$ cat src/rtl/sap_pkg.sv
// shared constants and types for the serial adc port sequencer
package sap_pkg;
    localparam int CLK_PERIOD_NS = 50;
    localparam int CS_FILT_NS    = 2000;
    localparam int CS_FILT_CYC   = (CS_FILT_NS + CLK_PERIOD_NS - 1) / CLK_PERIOD_NS;
    localparam int CONV_MAX_US   = 44;
    localparam int CONV_MAX_CYC  = (CONV_MAX_US * 1000) / CLK_PERIOD_NS;
    localparam int OSC_DIV       = 4;
    localparam int FIFO_DEPTH    = 16;

    localparam int RES_BITS  = 10;
    localparam int ADDR_BITS = 4;
    localparam int NUM_CHAN  = 5;

    localparam logic [4:0] FALL_SAMPLE = 5'h04;
    localparam logic [4:0] FALL_TEN    = 5'h0A;
    localparam logic [4:0] FALL_LONG   = 5'h10;
    localparam logic [2:0] RISE_ADDR   = 3'h4;

    localparam logic [3:0] ADDR_TEST_MID  = 4'hB;
    localparam logic [3:0] ADDR_TEST_ZERO = 4'hC;
    localparam logic [3:0] ADDR_TEST_FULL = 4'hD;
    localparam logic [9:0] RESULT_MID     = 10'h200;
    localparam logic [9:0] RESULT_ZERO    = 10'h000;
    localparam logic [9:0] RESULT_FULL    = 10'h3FF;
    localparam logic [9:0] RESULT_RESET   = 10'h000;
    localparam logic [3:0] ADDR_RESET     = 4'h0;

    // reference element select for the test conversions
    typedef enum logic [1:0] {REF_NONE, REF_MID, REF_LOW, REF_HIGH} sap_ref_t;

    typedef struct packed {
        logic [NUM_CHAN-1:0] chanSel;
        sap_ref_t            refSel;
        logic                sampleEn;
        logic                hold;
    } sap_ana_ctl_t;
endpackage : sap_pkg

$ cat src/rtl/sap_fifo.sv
// result fifo with registered read data
`timescale 1ns/1ps
`default_nettype none
module sap_fifo #(
    parameter int WIDTH = 10,
    parameter int DEPTH = 16
) (
    input  wire logic             clk_sys,
    input  wire logic             rstn,
    input  wire logic             wrValid,
    output logic                  wrReady,
    input  wire logic [WIDTH-1:0] wrData,
    output logic                  rdValid,
    input  wire logic             rdReady,
    output logic      [WIDTH-1:0] rdData
);
    localparam int AW = $clog2(DEPTH);

    logic [WIDTH-1:0] memQ [DEPTH];
    logic [AW-1:0]    wrPtrQ;
    logic [AW-1:0]    rdPtrQ;
    logic [AW:0]      cntQ;
    logic             outValidQ;
    logic [WIDTH-1:0] outDataQ;

    wire memEmpty = (cntQ == '0);
    wire push     = wrValid && wrReady;
    // output stage refills when it is empty or being drained and memory is not empty
    wire refill   = !memEmpty && (!outValidQ || rdReady);

    assign wrReady = (cntQ != (AW+1)'(DEPTH));
    assign rdValid = outValidQ;
    assign rdData  = outDataQ;

    always_ff @(posedge clk_sys) begin
        if (push)
            memQ[wrPtrQ] <= wrData;
    end

    always_ff @(posedge clk_sys or negedge rstn) begin
        if (!rstn) begin
            wrPtrQ    <= '0;
            rdPtrQ    <= '0;
            cntQ      <= '0;
            outValidQ <= 1'b0;
            outDataQ  <= '0;
        end else begin
            if (push)
                wrPtrQ <= wrPtrQ + AW'(1);
            if (refill) begin
                rdPtrQ   <= rdPtrQ + AW'(1);
                outDataQ <= memQ[rdPtrQ];
            end
            if (refill)
                outValidQ <= 1'b1;
            else if (rdReady)
                outValidQ <= 1'b0;
            cntQ <= cntQ + (AW+1)'(push) - (AW+1)'(refill);
        end
    end
endmodule : sap_fifo
`default_nettype wire

$ cat src/rtl/sap_port_sequencer.sv
// serial port and conversion sequencer of the 10-bit sar converter
`timescale 1ns/1ps
`default_nettype none
// Behaviour
// - select high: output floats, inputs ignored
// - select fall resets port counting
// - select level must persist ~2 us
// - select fall during conversion aborts, keeps result
// - result write is last conversion step
// - select low drives previous result msb
// - shift result msb first on falls
// - tenth fall drives output low
// - new msb at conversion end or 16th fall
// - address taken on first four rises
// - three ways a transfer starts
// - sample from fourth to tenth fall
// - internal oscillator runs conversion after tenth
// - shift logic static, any slow clock
// - eoc low at tenth, high when done
// - addresses 0..4 select five inputs
// - test codes B, C, D give fixed results
// - conversion ends within 44 us
module sap_port_sequencer #(
    parameter int FIFO_DEPTH = sap_pkg::FIFO_DEPTH,
    parameter int OSC_DIV    = sap_pkg::OSC_DIV
) (
    input  wire logic                 clk_sys,
    input  wire logic                 rstn,
    input  wire logic                 selectN,
    input  wire logic                 shiftClk,
    input  wire logic                 serialIn,
    input  wire logic                 compareIn,
    output logic                      serialOut,
    output logic                      serialOutOeN,
    output logic                      eoc,
    output sap_pkg::sap_ana_ctl_t     anaCtl,
    output logic [sap_pkg::RES_BITS-1:0] sarTrial
);
    typedef enum logic [1:0] {ST_IDLE, ST_SHIFT, ST_CONV, ST_TAIL} sap_state_t;

    // pin synchronisers
    logic csnMeta, csnSync, sclkMeta, sclkSync, sclkPrevQ, dinMeta, dinSync, cmpMeta, cmpSync;
    always_ff @(posedge clk_sys or negedge rstn) begin
        if (!rstn) begin
            {csnMeta, csnSync}   <= 2'h3;
            {sclkMeta, sclkSync} <= 2'h0;
            {dinMeta, dinSync}   <= 2'h0;
            {cmpMeta, cmpSync}   <= 2'h0;
            sclkPrevQ            <= 1'b0;
        end else begin
            {csnMeta, csnSync}   <= {selectN, csnMeta};
            {sclkMeta, sclkSync} <= {shiftClk, sclkMeta};
            {dinMeta, dinSync}   <= {serialIn, dinMeta};
            {cmpMeta, cmpSync}   <= {compareIn, cmpMeta};
            sclkPrevQ            <= sclkSync;
        end
    end

    logic       csLowQ;
    logic [5:0] filtCntQ;
    wire  csDiffers = (csnSync == csLowQ);
    wire  filtDone  = csDiffers && (filtCntQ == 6'(sap_pkg::CS_FILT_CYC - 1));
    wire  csFallEv  = filtDone && !csLowQ;
    wire  csRiseEv  = filtDone && csLowQ;
    always_ff @(posedge clk_sys or negedge rstn) begin
        if (!rstn) begin
            csLowQ   <= 1'b0;
            filtCntQ <= '0;
        end else begin
            filtCntQ <= (csDiffers && !filtDone) ? filtCntQ + 6'h01 : 6'h00;
            if (filtDone)
                csLowQ <= !csLowQ;
        end
    end

    // clock edges count only while select is recognised low
    wire sclkRiseEv = csLowQ && sclkSync && !sclkPrevQ;
    wire sclkFallEv = csLowQ && !sclkSync && sclkPrevQ;

    sap_state_t stateQ;
    logic [4:0] fallCntQ;
    logic [2:0] riseCntQ;
    logic       riseAfterTenQ;
    logic [3:0] addrQ;
    logic [3:0] convAddrQ;
    logic [9:0] shiftQ;
    logic [9:0] resultQ;
    logic       doutQ, oenQ, eocQ;
    sap_pkg::sap_ana_ctl_t anaQ;

    // conversion engine state
    logic       sarBusyQ, wrPendQ;
    logic [3:0] sarBitQ;
    logic [9:0] sarQ;
    logic [7:0] oscCntQ;
    logic       fifoWrReady, fifoRdValid;
    logic [9:0] fifoRdData;

    wire tenthFall = sclkFallEv && (stateQ == ST_SHIFT) && (fallCntQ == sap_pkg::FALL_TEN - 5'h01);
    wire sampleGo  = sclkFallEv && (stateQ == ST_SHIFT) && (fallCntQ == sap_pkg::FALL_SAMPLE - 5'h01);
    wire longFall  = sclkFallEv && (fallCntQ == sap_pkg::FALL_LONG - 5'h01);
    // result lands only when the fifo hands it over
    wire resultPop = fifoRdValid && (stateQ == ST_CONV);
    wire [9:0] newResult = resultPop ? fifoRdData : resultQ;
    // new msb at conversion end or 16th fall
    // a rise after the tenth fall marks a long transfer
    wire restartConvEnd = resultPop && csLowQ && (fallCntQ == sap_pkg::FALL_LONG || !riseAfterTenQ);
    wire restartLong    = (stateQ == ST_TAIL) && longFall;
    // three starts: select fall, conversion end, 16th fall
    wire restart        = csFallEv || restartConvEnd || restartLong;
    // select fall while converting abandons the conversion
    wire sarAbort       = csFallEv && (stateQ == ST_CONV);

    // one select line per analog input
    wire [sap_pkg::NUM_CHAN-1:0] chanDec;
    genvar gi;
    generate
        for (gi = 0; gi < sap_pkg::NUM_CHAN; gi++) begin : g_chan
            assign chanDec[gi] = (addrQ == 4'(gi));
        end
    endgenerate
    wire sap_pkg::sap_ref_t refDec =
        (addrQ == sap_pkg::ADDR_TEST_MID)  ? sap_pkg::REF_MID  :
        (addrQ == sap_pkg::ADDR_TEST_ZERO) ? sap_pkg::REF_LOW  :
        (addrQ == sap_pkg::ADDR_TEST_FULL) ? sap_pkg::REF_HIGH : sap_pkg::REF_NONE;

    // every state but ST_CONV holds indefinitely without clock edges
    always_ff @(posedge clk_sys or negedge rstn) begin
        if (!rstn) begin
            stateQ        <= ST_IDLE;
            fallCntQ      <= '0;
            riseCntQ      <= '0;
            riseAfterTenQ <= 1'b0;
            addrQ         <= sap_pkg::ADDR_RESET;
            convAddrQ     <= sap_pkg::ADDR_RESET;
            shiftQ        <= sap_pkg::RESULT_RESET;
            resultQ       <= sap_pkg::RESULT_RESET;
            doutQ         <= 1'b0;
            eocQ          <= 1'b1;
            anaQ          <= '0;
        end else begin
            if (resultPop)
                resultQ <= fifoRdData;
            // eoc rises once the result is ready
            if (resultPop || sarAbort)
                eocQ <= 1'b1;
            if (restart) begin
                stateQ        <= ST_SHIFT;
                fallCntQ      <= '0;
                riseCntQ      <= '0;
                riseAfterTenQ <= 1'b0;
                shiftQ        <= newResult;
                doutQ         <= newResult[9];
            end else if (csRiseEv) begin
                if (stateQ != ST_CONV)
                    stateQ <= ST_IDLE;
            end else if (resultPop) begin
                stateQ <= csLowQ ? ST_TAIL : ST_IDLE;
            end else begin
                // first four rises take the address msb first
                if (sclkRiseEv && stateQ == ST_SHIFT && riseCntQ < sap_pkg::RISE_ADDR) begin
                    addrQ    <= {addrQ[2:0], dinSync};
                    riseCntQ <= riseCntQ + 3'h1;
                end
                if (sclkRiseEv && stateQ != ST_SHIFT)
                    riseAfterTenQ <= 1'b1;
                if (sclkFallEv && fallCntQ != sap_pkg::FALL_LONG)
                    fallCntQ <= fallCntQ + 5'h01;
                if (sclkFallEv && stateQ == ST_SHIFT) begin
                    shiftQ <= {shiftQ[8:0], 1'b0};
                    doutQ  <= shiftQ[8];
                end
                // sampling window opens at fourth fall
                if (sampleGo) begin
                    anaQ.chanSel  <= chanDec;
                    anaQ.refSel   <= refDec;
                    anaQ.sampleEn <= 1'b1;
                    anaQ.hold     <= 1'b0;
                end
                if (tenthFall) begin
                    doutQ         <= 1'b0;
                    eocQ          <= 1'b0;
                    anaQ.sampleEn <= 1'b0;
                    anaQ.hold     <= 1'b1;
                    convAddrQ     <= addrQ;
                    stateQ        <= ST_CONV;
                end
            end
        end
    end

    // output floats while select is high
    always_ff @(posedge clk_sys or negedge rstn) begin
        if (!rstn)
            oenQ <= 1'b1;
        else
            oenQ <= !csLowQ;
    end

    wire oscTick = (oscCntQ == 8'(OSC_DIV - 1));
    wire [9:0] forcedResult =
        (convAddrQ == sap_pkg::ADDR_TEST_MID)  ? sap_pkg::RESULT_MID  :
        (convAddrQ == sap_pkg::ADDR_TEST_ZERO) ? sap_pkg::RESULT_ZERO :
        (convAddrQ == sap_pkg::ADDR_TEST_FULL) ? sap_pkg::RESULT_FULL : sarQ;
    always_ff @(posedge clk_sys or negedge rstn) begin
        if (!rstn) begin
            sarBusyQ <= 1'b0;
            wrPendQ  <= 1'b0;
            sarBitQ  <= '0;
            sarQ     <= '0;
            oscCntQ  <= '0;
        end else if (sarAbort) begin
            sarBusyQ <= 1'b0;
            wrPendQ  <= 1'b0;
        end else if (tenthFall) begin
            sarBusyQ <= 1'b1;
            sarBitQ  <= 4'h9;
            sarQ     <= 10'h200;
            oscCntQ  <= '0;
        end else if (sarBusyQ && !wrPendQ) begin
            oscCntQ <= oscTick ? 8'h00 : oscCntQ + 8'h01;
            if (oscTick) begin
                sarQ[sarBitQ] <= cmpSync;
                if (sarBitQ == 4'h0)
                    wrPendQ <= 1'b1;
                else begin
                    sarQ[sarBitQ - 4'h1] <= 1'b1;
                    sarBitQ              <= sarBitQ - 4'h1;
                end
            end
        end else if (wrPendQ && fifoWrReady) begin
            // writing the result closes the conversion
            wrPendQ  <= 1'b0;
            sarBusyQ <= 1'b0;
        end
    end

    // full fifo holds the final write and keeps eoc low
    sap_fifo #(.WIDTH(sap_pkg::RES_BITS), .DEPTH(FIFO_DEPTH)) u_fifo (
        .clk_sys (clk_sys),
        .rstn    (rstn),
        .wrValid (wrPendQ),
        .wrReady (fifoWrReady),
        .wrData  (forcedResult),
        .rdValid (fifoRdValid),
        .rdReady (stateQ == ST_CONV),
        .rdData  (fifoRdData)
    );

    assign serialOut    = doutQ;
    assign serialOutOeN = oenQ;
    assign eoc          = eocQ;
    assign anaCtl       = anaQ;
    assign sarTrial     = sarQ;

    // helper: cycles since hold began
    logic [10:0] convCycQ;
    always_ff @(posedge clk_sys or negedge rstn) begin
        if (!rstn)
            convCycQ <= '0;
        else
            convCycQ <= (stateQ == ST_CONV) ? convCycQ + 11'h001 : 11'h000;
    end
    localparam int FILT_LAST = sap_pkg::CS_FILT_CYC - 1;
    localparam int CONV_LIM  = sap_pkg::CONV_MAX_CYC;

    property p_float_high;
        @(posedge clk_sys) disable iff (!rstn) !csLowQ |=> serialOutOeN;
    endproperty
    a_float_high: assert property (p_float_high) else $error("output driven while deselected");
    property p_realign;
        @(posedge clk_sys) disable iff (!rstn) csFallEv |=> (fallCntQ == 5'h00 && riseCntQ == 3'h0);
    endproperty
    a_realign: assert property (p_realign) else $error("counters not cleared on select fall");
    property p_filter;
        @(posedge clk_sys) disable iff (!rstn) $changed(csLowQ) |-> $past(filtCntQ) == 6'(FILT_LAST);
    endproperty
    a_filter: assert property (p_filter) else $error("select accepted without filter time");
    property p_tenth;
        @(posedge clk_sys) disable iff (!rstn) tenthFall |=> (!serialOut && !eoc && anaCtl.hold) ##1 !eoc;
    endproperty
    a_tenth: assert property (p_tenth) else $error("tenth fall effects missing");
    property p_sample;
        @(posedge clk_sys) disable iff (!rstn) sampleGo |=> anaCtl.sampleEn;
    endproperty
    a_sample: assert property (p_sample) else $error("sampling did not open");
    property p_addr_ignore;
        @(posedge clk_sys) disable iff (!rstn)
            (sclkRiseEv && riseCntQ == 3'h4 && !restart) |=> $stable(addrQ);
    endproperty
    a_addr_ignore: assert property (p_addr_ignore) else $error("address moved after four bits");
    property p_conv_time;
        @(posedge clk_sys) disable iff (!rstn) (stateQ == ST_CONV && fifoWrReady) |-> convCycQ < 11'(CONV_LIM);
    endproperty
    a_conv_time: assert property (p_conv_time) else $error("conversion too long");
    property p_test_mid;
        @(posedge clk_sys) disable iff (!rstn)
            (resultPop && convAddrQ == sap_pkg::ADDR_TEST_MID) |=> resultQ == sap_pkg::RESULT_MID;
    endproperty
    a_test_mid: assert property (p_test_mid) else $error("mid test value wrong");
    property p_msb_load;
        @(posedge clk_sys) disable iff (!rstn) restart |=> serialOut == $past(newResult[9]);
    endproperty
    a_msb_load: assert property (p_msb_load) else $error("msb not presented at start");
endmodule : sap_port_sequencer
`default_nettype wire

$ cat config.mk
export PLATFORM = sky130hd
export DESIGN_NAME = sap_port_sequencer
export DESIGN_NICKNAME = d
export VERILOG_FILES = /design/src/rtl/sap_pkg.sv /design/src/rtl/sap_fifo.sv /design/src/rtl/sap_port_sequencer.sv
export SDC_FILE = /design/constraint.sdc
export NUM_CORES = 1
export LEC_CHECK = 0
export BUFFER_PORTS_ARGS = -buffer_cell sky130_fd_sc_hd__clkbuf_2
export CAP_MARGIN = 20
export CORE_MARGIN = 2
export CORE_UTILIZATION = 55
export DETAILED_ROUTE_END_ITERATION = 8
export HOLD_SLACK_MARGIN = 0.05
export PLACE_DENSITY_LB_ADDON = 0.2
export SYNTH_ARGS = -nofsm -noshare
export SYNTH_HDL_FRONTEND = slang
export SYNTH_HIERARCHICAL = 1
export SYNTH_SLANG_ARGS = --single-unit
$ cat constraint.sdc
create_clock -name clk_sys -period 3.3 [get_ports clk_sys]
set_clock_uncertainty 0.1 [all_clocks]
set_input_delay 0 -clock clk_sys [delete_from_list [all_inputs] [get_ports clk_sys]]
set_output_delay 0 -clock clk_sys [all_outputs]
set_load 0.01 [all_outputs]
# == Word-level counts from Yosys, hierarchy flattened ==
# Memory sizes are Yosys's and may differ from the RTL's. A register that Yosys moved wholly into a read port is not among the register bits.
# Index checks and enable logic that the tools add are counted.
# word_totals
reg_bits,104
ramBits,160
in_bits,6
output_inout_bits,22
wordCells,228
n_memories,1
# classes
addsub,9
order_cmp,5
eq_ne,32
mux,71
bitwise,5
reduce_logical,70
# mem_list
name,depth,width,rd,rd_clocked_by_memory_dff,wr,line_no,text
u_fifo.memQ,16,10,1,1,1,sap_fifo.sv:19,logic [WIDTH-1:0] memQ [DEPTH];
# op_table
op,count
10-bit 2-to-1 mux,8
9-bit 2-to-1 mux,4
1-bit 2-to-1 mux,29
1-bit logical AND,26
4-bit equality test (second input constant),6
8-bit 2-to-1 mux,3
4-bit AND reduction,6
2-bit 2-to-1 mux,11
5-bit 2-to-1 mux,4
3-bit AND reduction,6
4-bit 2-to-1 mux,4
2-bit nonzero test,8
3-bit 2-to-1 mux,4
10-bit bitwise mux,1
5-bit by 4-bit equality test with 1-bit output (second input constant),2
4-bit by 5-bit < comparator with 1-bit output (second input constant),2
5-bit inequality test (second input constant),2
10-bit OR,1
1-bit zero test,9
3-bit nonzero test,3
4-bit by 1-bit adder with 4-bit output (second input constant),2
8-bit by 1-bit adder with 8-bit output (second input constant),1
1-bit demux with 4-bit select,2
4-bit by 2-bit equality test with 1-bit output (second input constant),2
other kinds (29),46

# == Logic depth before layout (Yosys ltp) ==
# Gate-level depths: netlist of the first run.
# logic_depth
word_depth,10
depth_mapped,15
depth_no_buf,14

# == Modules after synthesis ==
# The synthesis of the first run kept the hierarchy.
# by_module_without_submodules
module,instances,cells_per_inst,area_per_inst_um2,seq_area_each_um2
sap_fifo,1,360,7260.7,5405.2
sap_port_sequencer,1,480,4812.1,2257.2

# == Least setup slack after synthesis of the first run ==
# No wires, ideal clock.
# synth_timing
path_type,reg2reg
from,register u_fifo.cntQ[2]
to,memory u_fifo.memQ[0][0] (enable)
setup_time_ps,404
arrival_ps,2163
t_required_ps,2796
slack_ps,633
stages_incl_launch_ff,8
path_buffers,1
synth_period_minus_slack_ps,2667
path_cell_list,dfrtp_1 inv_1 ha_1 nand4bb_1 and2_1 clkbuf_1 inv_2 nor4_1
# synth_between
elab_chain_cells,4
# synth_lines
item,line_no,text
from (decl),sap_fifo.sv:22,logic [AW:0] cntQ;
from (signal assigned),sap_fifo.sv:58,cntQ <= cntQ + (AW+1)'(push) - (AW+1)'(refill);
5-bit inequality test,sap_fifo.sv:31,assign wrReady = (cntQ != (AW+1)'(DEPTH));
net fifoWrReady,sap_port_sequencer.sv:96,"logic fifoWrReady, fifoRdValid;"
1-bit logical AND,sap_fifo.sv:27,wire push = wrValid && wrReady;
1-bit 2-to-1 mux,sap_fifo.sv:36,if (push)
1-bit 2-to-1 mux (implied by the code),sap_fifo.sv:37,memQ[wrPtrQ] <= wrData;
to (decl),sap_fifo.sv:19,
# The timed path passes the listed nets, and every way through them passes these cells.

# == Worst setup path in the final report of the first run ==
# layout_timing
from,register u_fifo.cntQ[2]
to,register u_fifo.cntQ[4]
# layout_between
elab_chain_cells,4
elab_cells_between_ends,7
classes_between,add/sub (2); eq/ne (1); reduce/logical (4)
# layout_lines
item,line_no
5-bit inequality test,sap_fifo.sv:31
net fifoWrReady,sap_port_sequencer.sv:96
1-bit logical AND,sap_fifo.sv:27
5-bit by 1-bit adder with 5-bit output,sap_fifo.sv:58
5-bit by 1-bit subtractor with 5-bit output,sap_fifo.sv:58
# The timed path passes the listed nets, and every way through them passes these cells.
# A chain may end at the register's enable or synchronous reset.

==> flow_metrics.tcl, run 1 <==
set metrics [dict create \
    path_cells "inv_1, ha_1, nand4bb_1, and2_1, inv_2, ha_1, inv_1, ha_1, inv_1, fa_1, inv_1, a21oi_1, o21bai_1, xnor2_1" \
    die-area_sq_um 23200 \
    ios 28 \
    drive_gt1_frac 0.224 \
    critPathBufInv 5 \
    path_class "reg -> reg" \
    dieHeight_um 152 \
    syn_avg_cell_area_sq_um 14.4 \
    arrival_ps 3330 \
    synthesis.nets 871 \
    htree_levels 1 \
    drt-wirelength-per-cell_um 20.4 \
    post-dp-hpwl_mm 16.5 \
    synth-seq-cells 274 \
    coreArea_sq_um 21700 \
    vias_per_cell 5.95 \
    cts_buffers 28 \
    antenna_found_initial 0 \
    grt_pass1_wl_mm 39.6 \
    dr.pass1.iters 5 \
    ys.flop_type "edfxtp_1" \
    fin_nets 924 \
    cts_buffer_depth 3 \
    grt_start_max_net_pins 72 \
    gp_congestion 0.827 \
    slowest_stage "fa_1" \
    die_w_um 152 \
    path_clk_slew_ps 60 \
    syn_to_final_growth_pct 12.4 \
    cts_tree "built" \
    rsz0062_at_grt "no" \
    tns_ps 0 \
    min_path_type "in -> async" \
    syn_area_sq_um 12100 \
    max_stage_delay_ps 420 \
    synth_edf_count 160 \
    final_util 0.626 \
    rows 54 \
    synthArstFlopShare 0.416 \
    seq_area_frac_synth 0.635 \
    ys_types 77 \
    drv_slew 0 \
    fin_crit_ps 2990 \
    ant_nets 0 \
    gr-usage-all-layers 0.213 \
    diodes 0 \
    synth_cells 840 \
    grt_pass1_vias 7341 \
    crit_required_ps 3640 \
    start_util 0.557 \
    clk_latency_ps 530 \
    critPathTopFamily "adder cells" \
    root_buffer "clkbuf_16" \
    p_leak_nw 4.91 \
    cts_sinks 274 \
    ir_drop_uv 379 \
    cpMostUsedCell "inv_1" \
    maxSlewHeadroom 0.351 \
    overflow 0 \
    crit_path_max_fanout 7 \
    clock.fmax_mhz 334 \
    io_buffers 27 \
    cp-end-kind "flip-flop" \
    period_share 0.906 \
    path_depth 14 \
    outcome "finished, final reports clean" \
    ys_warn_count 6 \
    r2r_cells 14 \
    drv_cap 0 \
    worst_pin_slew_ps 971 \
    finalSetupViolations 0 \
    drt-initial-drc-count 553 \
    start_kind "flip-flop" \
    wirelength_mm 24.4 \
    power_density_nw_per_um2 491 \
    final_hold_viol_count 0 \
    vias 7114 \
    drc_errors 0 \
]
## layout make-up
| type | count | area [sq um] |
|---|---|---|
| Timing Repair Buffer | 68 | 468 |
| Clock inverter | 14 | 91.3 |
| Inverter | 35 | 131 |
| Clock buffer | 38 | 790 |
| Sequential cell | 274 | 7660 |
| Fill cell | 1585 | 8120 |
| Tap cell | 280 | 350 |
| Multi-Input combinational cell | 486 | 4080 |
## Yosys cell counts (all sizes together), types with 2 or more instances
cell	n	share of area
a21o	12	0.0075
mux4	41	0.076
mux2	28	0.028
or4	2	0.0016
nor2b	4	0.0021
nor3	13	0.0062
or3	5	0.0026
nand2b	5	0.0032
a22oi	3	0.0019
xnor2	15	0.011
nor4	10	0.0082
a2bb2oi	2	0.0015
edfxtp	160	0.40
nor2	46	0.015
dfstp	4	0.0087
mux2i	21	0.017
dfrtp	110	0.23
clkbuf	24	0.0075
inv	35	0.011
xor2	6	0.0044
nor4b	4	0.0041
nand3b	3	0.0019
nand3	15	0.0062
nand2	49	0.015
nand4	5	0.0031
o21ai	44	0.019
o2bb2ai	2	0.0015
a211oi	10	0.0066
o22ai	10	0.0052
and2	11	0.0059
ha	24	0.025
buf	21	0.011
and3	6	0.0031
a22o	3	0.0022
nand4bb	2	0.0019
and3b	2	0.0015
or2	5	0.0026
o31ai	4	0.0025
and4	3	0.0023
a21oi	39	0.016
a31oi	7	0.0036
nor3b	6	0.0037
o21bai	3	0.0019
or3b	2	0.0015
## sequential cells by signal, indices dropped and copies added, names as in the netlist, 5 cells and up
signal	cells
fallCntQ	5
sarTrial	10
resultQ	10
u_fifo/cntQ	5
u_fifo/rdData	10
u_fifo/memQ	160
anaCtl	9
filtCntQ	6
oscCntQ	8
shiftQ	9
## worst reg2reg max path, stage by stage (launching register included)
cell and delay (ps):
dfrtp_1 400, inv_1 110, ha_1 180, nand4bb_1 200
and2_1 300, inv_2 170, ha_1 250, inv_1 60
ha_1 160, inv_1 70, fa_1 420, inv_1 90
a21oi_1 70, o21bai_1 170, xnor2_1 160
## placed cells by master, fill, tap and decap left out, drive strengths merged, types with 11 or more instances in the layout
cell type and count:
dfrtp 110, nand2 49, mux2 28, nor2 46
edfxtp 160, mux4 41, xnor2 15, nor3 13
and2 11, a21o 12, a21oi 39, clkbuf 64
clkinv 12, nand3 15, ha 24, mux2i 21
buf 33, inv 36, o21ai 44
## path summary, 6_finish.rpt
| path | start | endpoint | slack (ps) |
|---|---|---|---|
| worst max-delay path | u_fifo/cntQ[2]$_DFF_PN0_ | u_fifo/cntQ[4]$_DFF_PN0_ | 310 |
| worst min-delay path | rstn | filtCntQ[0]$_DFF_PN0_ | 30 |
| worst max register to register | u_fifo/cntQ[2]$_DFF_PN0_ | u_fifo/cntQ[4]$_DFF_PN0_ | 310 |
| worst min register to register | csnMeta$_DFF_PN1_ | csnSync$_DFF_PN1_ | 260 |
| max in group asynchronous | rstn | eoc$_DFF_PN1_ | 2160 |
| min in group clk_sys | csnMeta$_DFF_PN1_ | csnSync$_DFF_PN1_ | 260 |
## logic make-up (layout without fill, tap and decap cells)
kind of cell               count (synthesis)  count (layout)  share of synthesized area
muxes                                     90              90                      0.122
DFF                                      274             274                      0.635
AOI/OAI and AO/OA                        149             149                     0.0767
xor gates and xnor gates                  21              21                     0.0152
and+or+nand+nor                          201             201                     0.0951
adders and majority gates                 25              25                     0.0265
buffers and inverters                     80             155                     0.0295
## metal layers
layer  share of wire  global-route usage
met1            0.45               0.305
met2            0.50               0.352
met3           0.046              0.0316
met4          0.0092              0.0463
met5               0                   0
## what timing repair did
item / 4_1_cts / 5_1_grt
hold endpoints to repair: 73 / 0
resized for setup: 0 / 0
hold buffers: 9 / 0
buffers inserted: 0 / 0
## per-stage QoR
step	setup WS [ps]	hold slack [ps]	power, mW	cells	area, sq um
finish	310	27.8	6.67	1195	13600
global route	123	95.7	6.87	1195	13600
CTS	312	67.0	6.71	1195	13600
detailed placement	353	-4.01	3.73	1134	12600
global placement	626	-7.59	3.73	1134	12600
floorplan	633	-396	3.69	840	12100
## report_power, final
part | switching, mW | internal, mW
Clock | 1.25 | 1.75
Sequential | 0.00701 | 3.61
Combinational | 0.0359 | 0.0168
Total | 1.29 | 5.37
(Power assumes the default switching activity.)
==> run 2, diff against run 1 <==
--- a/config.mk
+++ b/config.mk
@@ -5,7 +5,7 @@
 export SDC_FILE = /design/constraint.sdc
 export NUM_CORES = 1
 export LEC_CHECK = 0
-export BUFFER_PORTS_ARGS = -buffer_cell sky130_fd_sc_hd__clkbuf_2
+export BUFFER_PORTS_ARGS = -buffer_cell sky130_fd_sc_hd__buf_2
 export CAP_MARGIN = 20
 export CORE_MARGIN = 2
 export CORE_UTILIZATION = 55
==> flow_metrics.tcl, run 2 (synthesized netlist as in run 1, its figures left out) <==
set metrics [dict create \
    outcome "finished, final reports clean" \
    cts_tree "built" \
    p_leak_nw 4.92 \
    cpMostUsedCell "inv_1" \
    vias 7193 \
    drt-wirelength-per-cell_um 20.4 \
    post-dp-hpwl_mm 16.6 \
    grt_pass1_wl_mm 39.5 \
    htree_levels 1 \
    fin_nets 928 \
    cts_sinks 274 \
    dieHeight_um 152 \
    min_path_type "reg -> reg" \
    ant_nets 0 \
    slowest_stage "fa_1" \
    share_comb_of_total_power 0.008 \
    hp-start "dinMeta$_DFF_PN0_" \
    rsz0062_at_grt "no" \
    drv_slew 0 \
    arrival_ps 3220 \
    p_switching_mw 1.30 \
    p_int_mw 5.28 \
    dr.pass1.iters 5 \
    path_clk_slew_ps 60 \
    grt_pass1_vias 7367 \
    drv_cap 0 \
    layout_commonest_cell "edfxtp_1" \
    largest_reg_flops 160 \
    grt_start_max_net_pins 59 \
    clockPowerShare 0.443 \
    final_util 0.626 \
    cts_buffers 29 \
    drive_gt1_frac 0.225 \
    path_class "reg -> reg" \
    coreArea_sq_um 21700 \
    root_buffer "clkbuf_16" \
    gr-usage-all-layers 0.212 \
    start_kind "flip-flop" \
    power_density_nw_per_um2 485 \
    diodes 0 \
    p_total_mw 6.59 \
    r2r_start "u_fifo/cntQ[2]$_DFF_PN0_" \
    drc_errors 0 \
    gp_congestion 0.845 \
    wirelength_mm 24.5 \
    antenna_found_initial 0 \
    overflow 0 \
    rows 54 \
    crit_path_max_fanout 7 \
    crit_start "u_fifo/cntQ[2]$_DFF_PN0_" \
    hold_depth 0 \
    die-area_sq_um 23200 \
    top_register "u_fifo/memQ" \
    period_share 0.868 \
    io_buffers 27 \
    fin_crit_ps 2870 \
    worst_pin_slew_ps 726 \
    final_hold_viol_count 0 \
    vias_per_cell 5.99 \
    clock.fmax_mhz 349 \
    die_w_um 152 \
    placed_cells 1135 \
    max_stage_delay_ps 410 \
    finalSetupViolations 0 \
    swShare 0.198 \
    cts_buffer_depth 3 \
    cp-end-kind "flip-flop" \
    maxSlewHeadroom 0.516 \
    seqPwrFrac 0.549 \
    tns_ps 0 \
    ios 28 \
    clk_latency_ps 540 \
    start_util 0.557 \
    drt-initial-drc-count 460 \
    layout_common_cells "edfxtp_1 (160), dfrtp_1 (109), nand2_1 (49), nor2_1 (45)" \
    final_cells 1200 \
    crit_required_ps 3660 \
    path_cells "inv_1, ha_1, nand4bb_1, and2_1, inv_2, ha_1, inv_1, ha_1, inv_1, fa_1, inv_1, a21oi_1, o21bai_1, xnor2_1" \
    r2r_cells 14 \
    syn_to_final_growth_pct 12.5 \
    ir_drop_uv 473 \
]
## run 2: cell types whose count changed in the layout (fill, tap and decap cells not counted), moves of 2 or more
cell	previous run	this run
buf_2	0	26
clkbuf_2	26	0
clkinvlp_4	0	2
dlygate4sd3_1	9	11
## run 2: layout make-up
class,count,area (sq um)
fill,1573,8110
sequential,274,7660
multi-input combinational,486,4080
clock buffer,38,779
timing repair buffer,71,495
tap,280,350
inverter,35,131
clock inverter,16,81.3
## run 2: timing repair
| item | in CTS | in global routing |
|---|---|---|
| setup buffers | 0 | 0 |
| gates resized for setup | 0 | 0 |
| hold endpoints to repair | 72 | 0 |
| hold buffers | 11 | 0 |
## run 2: worst paths after layout
check | end | slack, ps
setup / recovery | u_fifo/cntQ[4]$_DFF_PN0_ | 430
hold / removal | dinSync$_DFF_PN0_ | 250
setup reg to reg | u_fifo/cntQ[4]$_DFF_PN0_ | 430
hold reg to reg | dinSync$_DFF_PN0_ | 250
max in group asynchronous | fallCntQ[0]$_DFFE_PN0P_ | 1160
min in group asynchronous | filtCntQ[1]$_DFF_PN0_ | 500
## run 2: worst max-delay path, delay by kind of cell, from the launching register on
kind / cells / cell delay, ps
AOI/OAI and AO/OA: 2 / 210
xor gates and xnor gates: 1 / 140
adders and majority gates: 4 / 990
buffers and inverters: 5 / 470
DFF: 1 / 390
and+or+nand+nor: 2 / 500
## run 2: routing by layer
layer / vias up / routed length (um) / GRT usage
li1: 3273 / - / -
met1: 3677 / 10900 / 0.306
met2: 202 / 11800 / 0.345
met3: 41 / 1130 / 0.0290
met4: 0 / 588 / 0.0596
met5: - / 0 / 0
## run 2: power groups by stage
stage	Combinational [mW]	Sequential [mW]	Clock [mW]
floorplan	0.0127	3.68	0
finish	0.0550	3.62	2.91
global route	0.0645	3.62	3.11
CTS	0.0576	3.62	2.99
global placement	0.0442	3.68	0
detailed placement	0.0470	3.68	0
## run 2: per-stage QoR
stage | setup WS, ps | hold slack [ps] | area (sq um)
final | 435 | 254 | 13600
after CTS | 426 | 256 | 13600
after floorplan | 633 | -396 | 12100
after global placement | 624 | 7.42 | 12600
after global routing | 185 | 266 | 13600
after detailed placement | 441 | 11.0 | 12600
==> run 3, diff against run 2 <==
--- a/config.mk
+++ b/config.mk
@@ -5,6 +5,7 @@
 export SDC_FILE = /design/constraint.sdc
 export NUM_CORES = 1
 export LEC_CHECK = 0
+export ABC_AREA = 1
 export BUFFER_PORTS_ARGS = -buffer_cell sky130_fd_sc_hd__buf_2
 export CAP_MARGIN = 20
 export CORE_MARGIN = 2
==> flow_metrics.tcl, run 3 <==
set metrics [dict create \
    outcome "finished, final reports clean" \
    placed_area_sq_um 13000 \
    diodes 0 \
    cts_sinks 274 \
    synth_top_area_cell "edfxtp_1" \
    clockPowerShare 0.451 \
    synth_edf_count 160 \
    final_cells 1716 \
    finalSetupViolations 0 \
    r2r_cells 13 \
    ys.flop_type "edfxtp_1" \
    synthArstFlopShare 0.416 \
    crit_required_ps 3660 \
    synthMuxAreaShare 0.00247 \
    grt_start_max_net_pins 82 \
    synth_cells 1363 \
    drive_gt1_frac 0.0839 \
    hold_depth 0 \
    synth_top_area_frac 0.380 \
    synth-seq-cells 274 \
    arrival_ps 3110 \
    overflow 0 \
    cts-resized-gates 0 \
    coreArea_sq_um 22600 \
    start_kind "flip-flop" \
    synth_top_family_by_area "simple AND/OR/NAND/NOR gates" \
    dieHeight_um 156 \
    maxSlewHeadroom 0.371 \
    syn_area_sq_um 12700 \
    die-area_sq_um 24200 \
    drc_errors 0 \
    die_w_um 156 \
    path_class "reg -> reg" \
    ys_types 44 \
    grt_pass1_vias 8704 \
    worst_pin_slew_ps 940 \
    rsz0062_at_grt "no" \
    tns_ps 0 \
    cts_buffers 29 \
    crit_path_max_fanout 13 \
    cts_tree "built" \
    root_buffer "clkbuf_16" \
    gr-usage-all-layers 0.230 \
    drv_slew 0 \
    ant_nets 0 \
    gp_congestion 0.874 \
    seq_area_frac_synth 0.605 \
    rows 55 \
    wirelength_mm 27.2 \
    synth-xor-area-share 0.0104 \
    antenna_found_initial 0 \
    synth_most_common_cell "nand2_1" \
    synthesis.nets 1394 \
    post-dp-hpwl_mm 17.3 \
    io_buffers 27 \
    seqPwrFrac 0.541 \
    share_comb_of_total_power 0.008 \
    htree_levels 1 \
    start_util 0.559 \
    layout_commonest_cell "nand2_1" \
    min_path_type "reg -> reg" \
    period_share 0.834 \
    cts_buffer_depth 3 \
    synth_fa_ha_area_frac 0.0253 \
    syn_to_final_growth_pct 11.0 \
    placed_cells 1651 \
    grt_pass1_wl_mm 44.2 \
    drt-wirelength-per-cell_um 15.9 \
    clock.fmax_mhz 363 \
    ir_drop_uv 438 \
    fill_cells 1885 \
    synth_compound_area_frac 0.0365 \
    synthTopCellsByCount "nand2_1 (453), inv_1 (199), edfxtp_1 (160), nand3_1 (153), dfrtp_1 (110)" \
    p_switching_mw 1.30 \
    power_density_nw_per_um2 475 \
    p_leak_nw 6.75 \
    clk_latency_ps 540 \
    drt-initial-drc-count 657 \
    fin_nets 1440 \
    ys_warn_count 6 \
    synthTopCellsByArea "edfxtp_1 (38%), dfrtp_1 (22%), nand2_1 (13%)" \
    layout_common_cells "nand2_1 (453), inv_1 (199), edfxtp_1 (160), nand3_1 (153), dfrtp_1 (109)" \
    cp-end-kind "flip-flop" \
    path_clk_slew_ps 60 \
    largest_reg_flops 160 \
    final_hold_viol_count 0 \
    vias_per_cell 5.20 \
    ios 28 \
    p_int_mw 5.37 \
    drv_cap 0 \
    vias 8919 \
    fin_crit_ps 2750 \
    swShare 0.195 \
    dr.pass1.iters 5 \
    syn_avg_cell_area_sq_um 9.29 \
    top_register "u_fifo/memQ" \
    finalInstanceArea_sq_um 14100 \
    synthSimpleGateAreaFrac 0.236 \
]
[run 3: changes by cell type after synthesis, moves of 15 or more]
cell / delta
nand2_1: +404
mux2i_1: -19
mux4_2: -41
mux2_2: -20
nand3_1: +138
clkbuf_1: -16
a21oi_1: -15
nor2_1: +21
inv_1: +167
[run 3: final timing paths]
path                                             from                  endpoint  slack (ps)
worst max-delay path            stateQ[1]$_DFFE_PN0P_  u_fifo/cntQ[4]$_DFF_PN0_         550
worst min-delay path               sclkMeta$_DFF_PN0_        sclkSync$_DFF_PN0_         250
worst max register to register  stateQ[1]$_DFFE_PN0P_  u_fifo/cntQ[4]$_DFF_PN0_         550
worst min register to register     sclkMeta$_DFF_PN0_        sclkSync$_DFF_PN0_         250
max in group asynchronous                        rstn             eoc$_DFF_PN1_        2260
min in group asynchronous                        rstn         csnSync$_DFF_PN1_         420
[run 3: timing repair]
| item | 4_1_cts | 5_1_grt |
|---|---|---|
| setup buffers | 0 | 0 |
| hold buffers | 11 | 0 |
| hold endpoints to repair | 116 | 0 |
[run 3: cells by family after synthesis]
family,after synthesis
and+or+nand+nor,709
xor gates and xnor gates,15
adders and majority gates,25
DFF,274
muxes,3
AOI/OAI and AO/OA,87
buffers and inverters,250
[run 3: cell type report]
| cell class | instances | area (sq um) | area share |
|---|---|---|---|
| clock buffer | 45 | 846 | 0.0602 |
| clock inverter | 8 | 37.5 | 0.00267 |
| multi-input combinational | 839 | 3930 | 0.280 |
| inverter | 205 | 776 | 0.0552 |
| timing repair buffer | 60 | 442 | 0.0314 |
| sequential | 274 | 7660 | 0.545 |
| tap | 285 | 357 | 0.0254 |
[run 3: per-stage QoR]
step                 util  power (mW)  hold WS [ps]  setup slack (ps)
floorplan               -        3.69          -396               778
global placement    0.576        3.72         -63.2               659
detailed placement  0.576        3.73         -60.8               541
CTS                 0.620        6.74           253               512
global route        0.621        6.87           261               286
finish              0.621        6.68           249               549
[run 3: layer usage]
layer | vias to the layer above | part of all wire | global-route usage
met2 | 177 | 0.49 | 0.406
met3 | 46 | 0.039 | 0.0253
met1 | 4248 | 0.44 | 0.303
met4 | 0 | 0.030 | 0.0703
li1 | 4448 | - | -
met5 | - | 0 | 0
[run 3: worst max-delay path, stage by stage, from the launching register on]
cell	delay [ps]
dfrtp_1	420
inv_1	50
nor2_1	190
inv_1	70
nand2_1	80
nand2_1	270
inv_1	190
ha_1	240
inv_1	60
ha_1	160
inv_1	50
fa_1	400
o21ai_0	230
xor2_1	160
[run 3: power by group through the flow]
| stage | clock, mW | combinational (mW) | sequential, mW |
|---|---|---|---|
| floorplan | 0 | 0.00749 | 3.68 |
| global placement | 0 | 0.0430 | 3.68 |
| detailed placement | 0 | 0.0436 | 3.68 |
| CTS | 3.07 | 0.0562 | 3.61 |
| global route | 3.19 | 0.0632 | 3.61 |
| finish | 3.01 | 0.0538 | 3.61 |
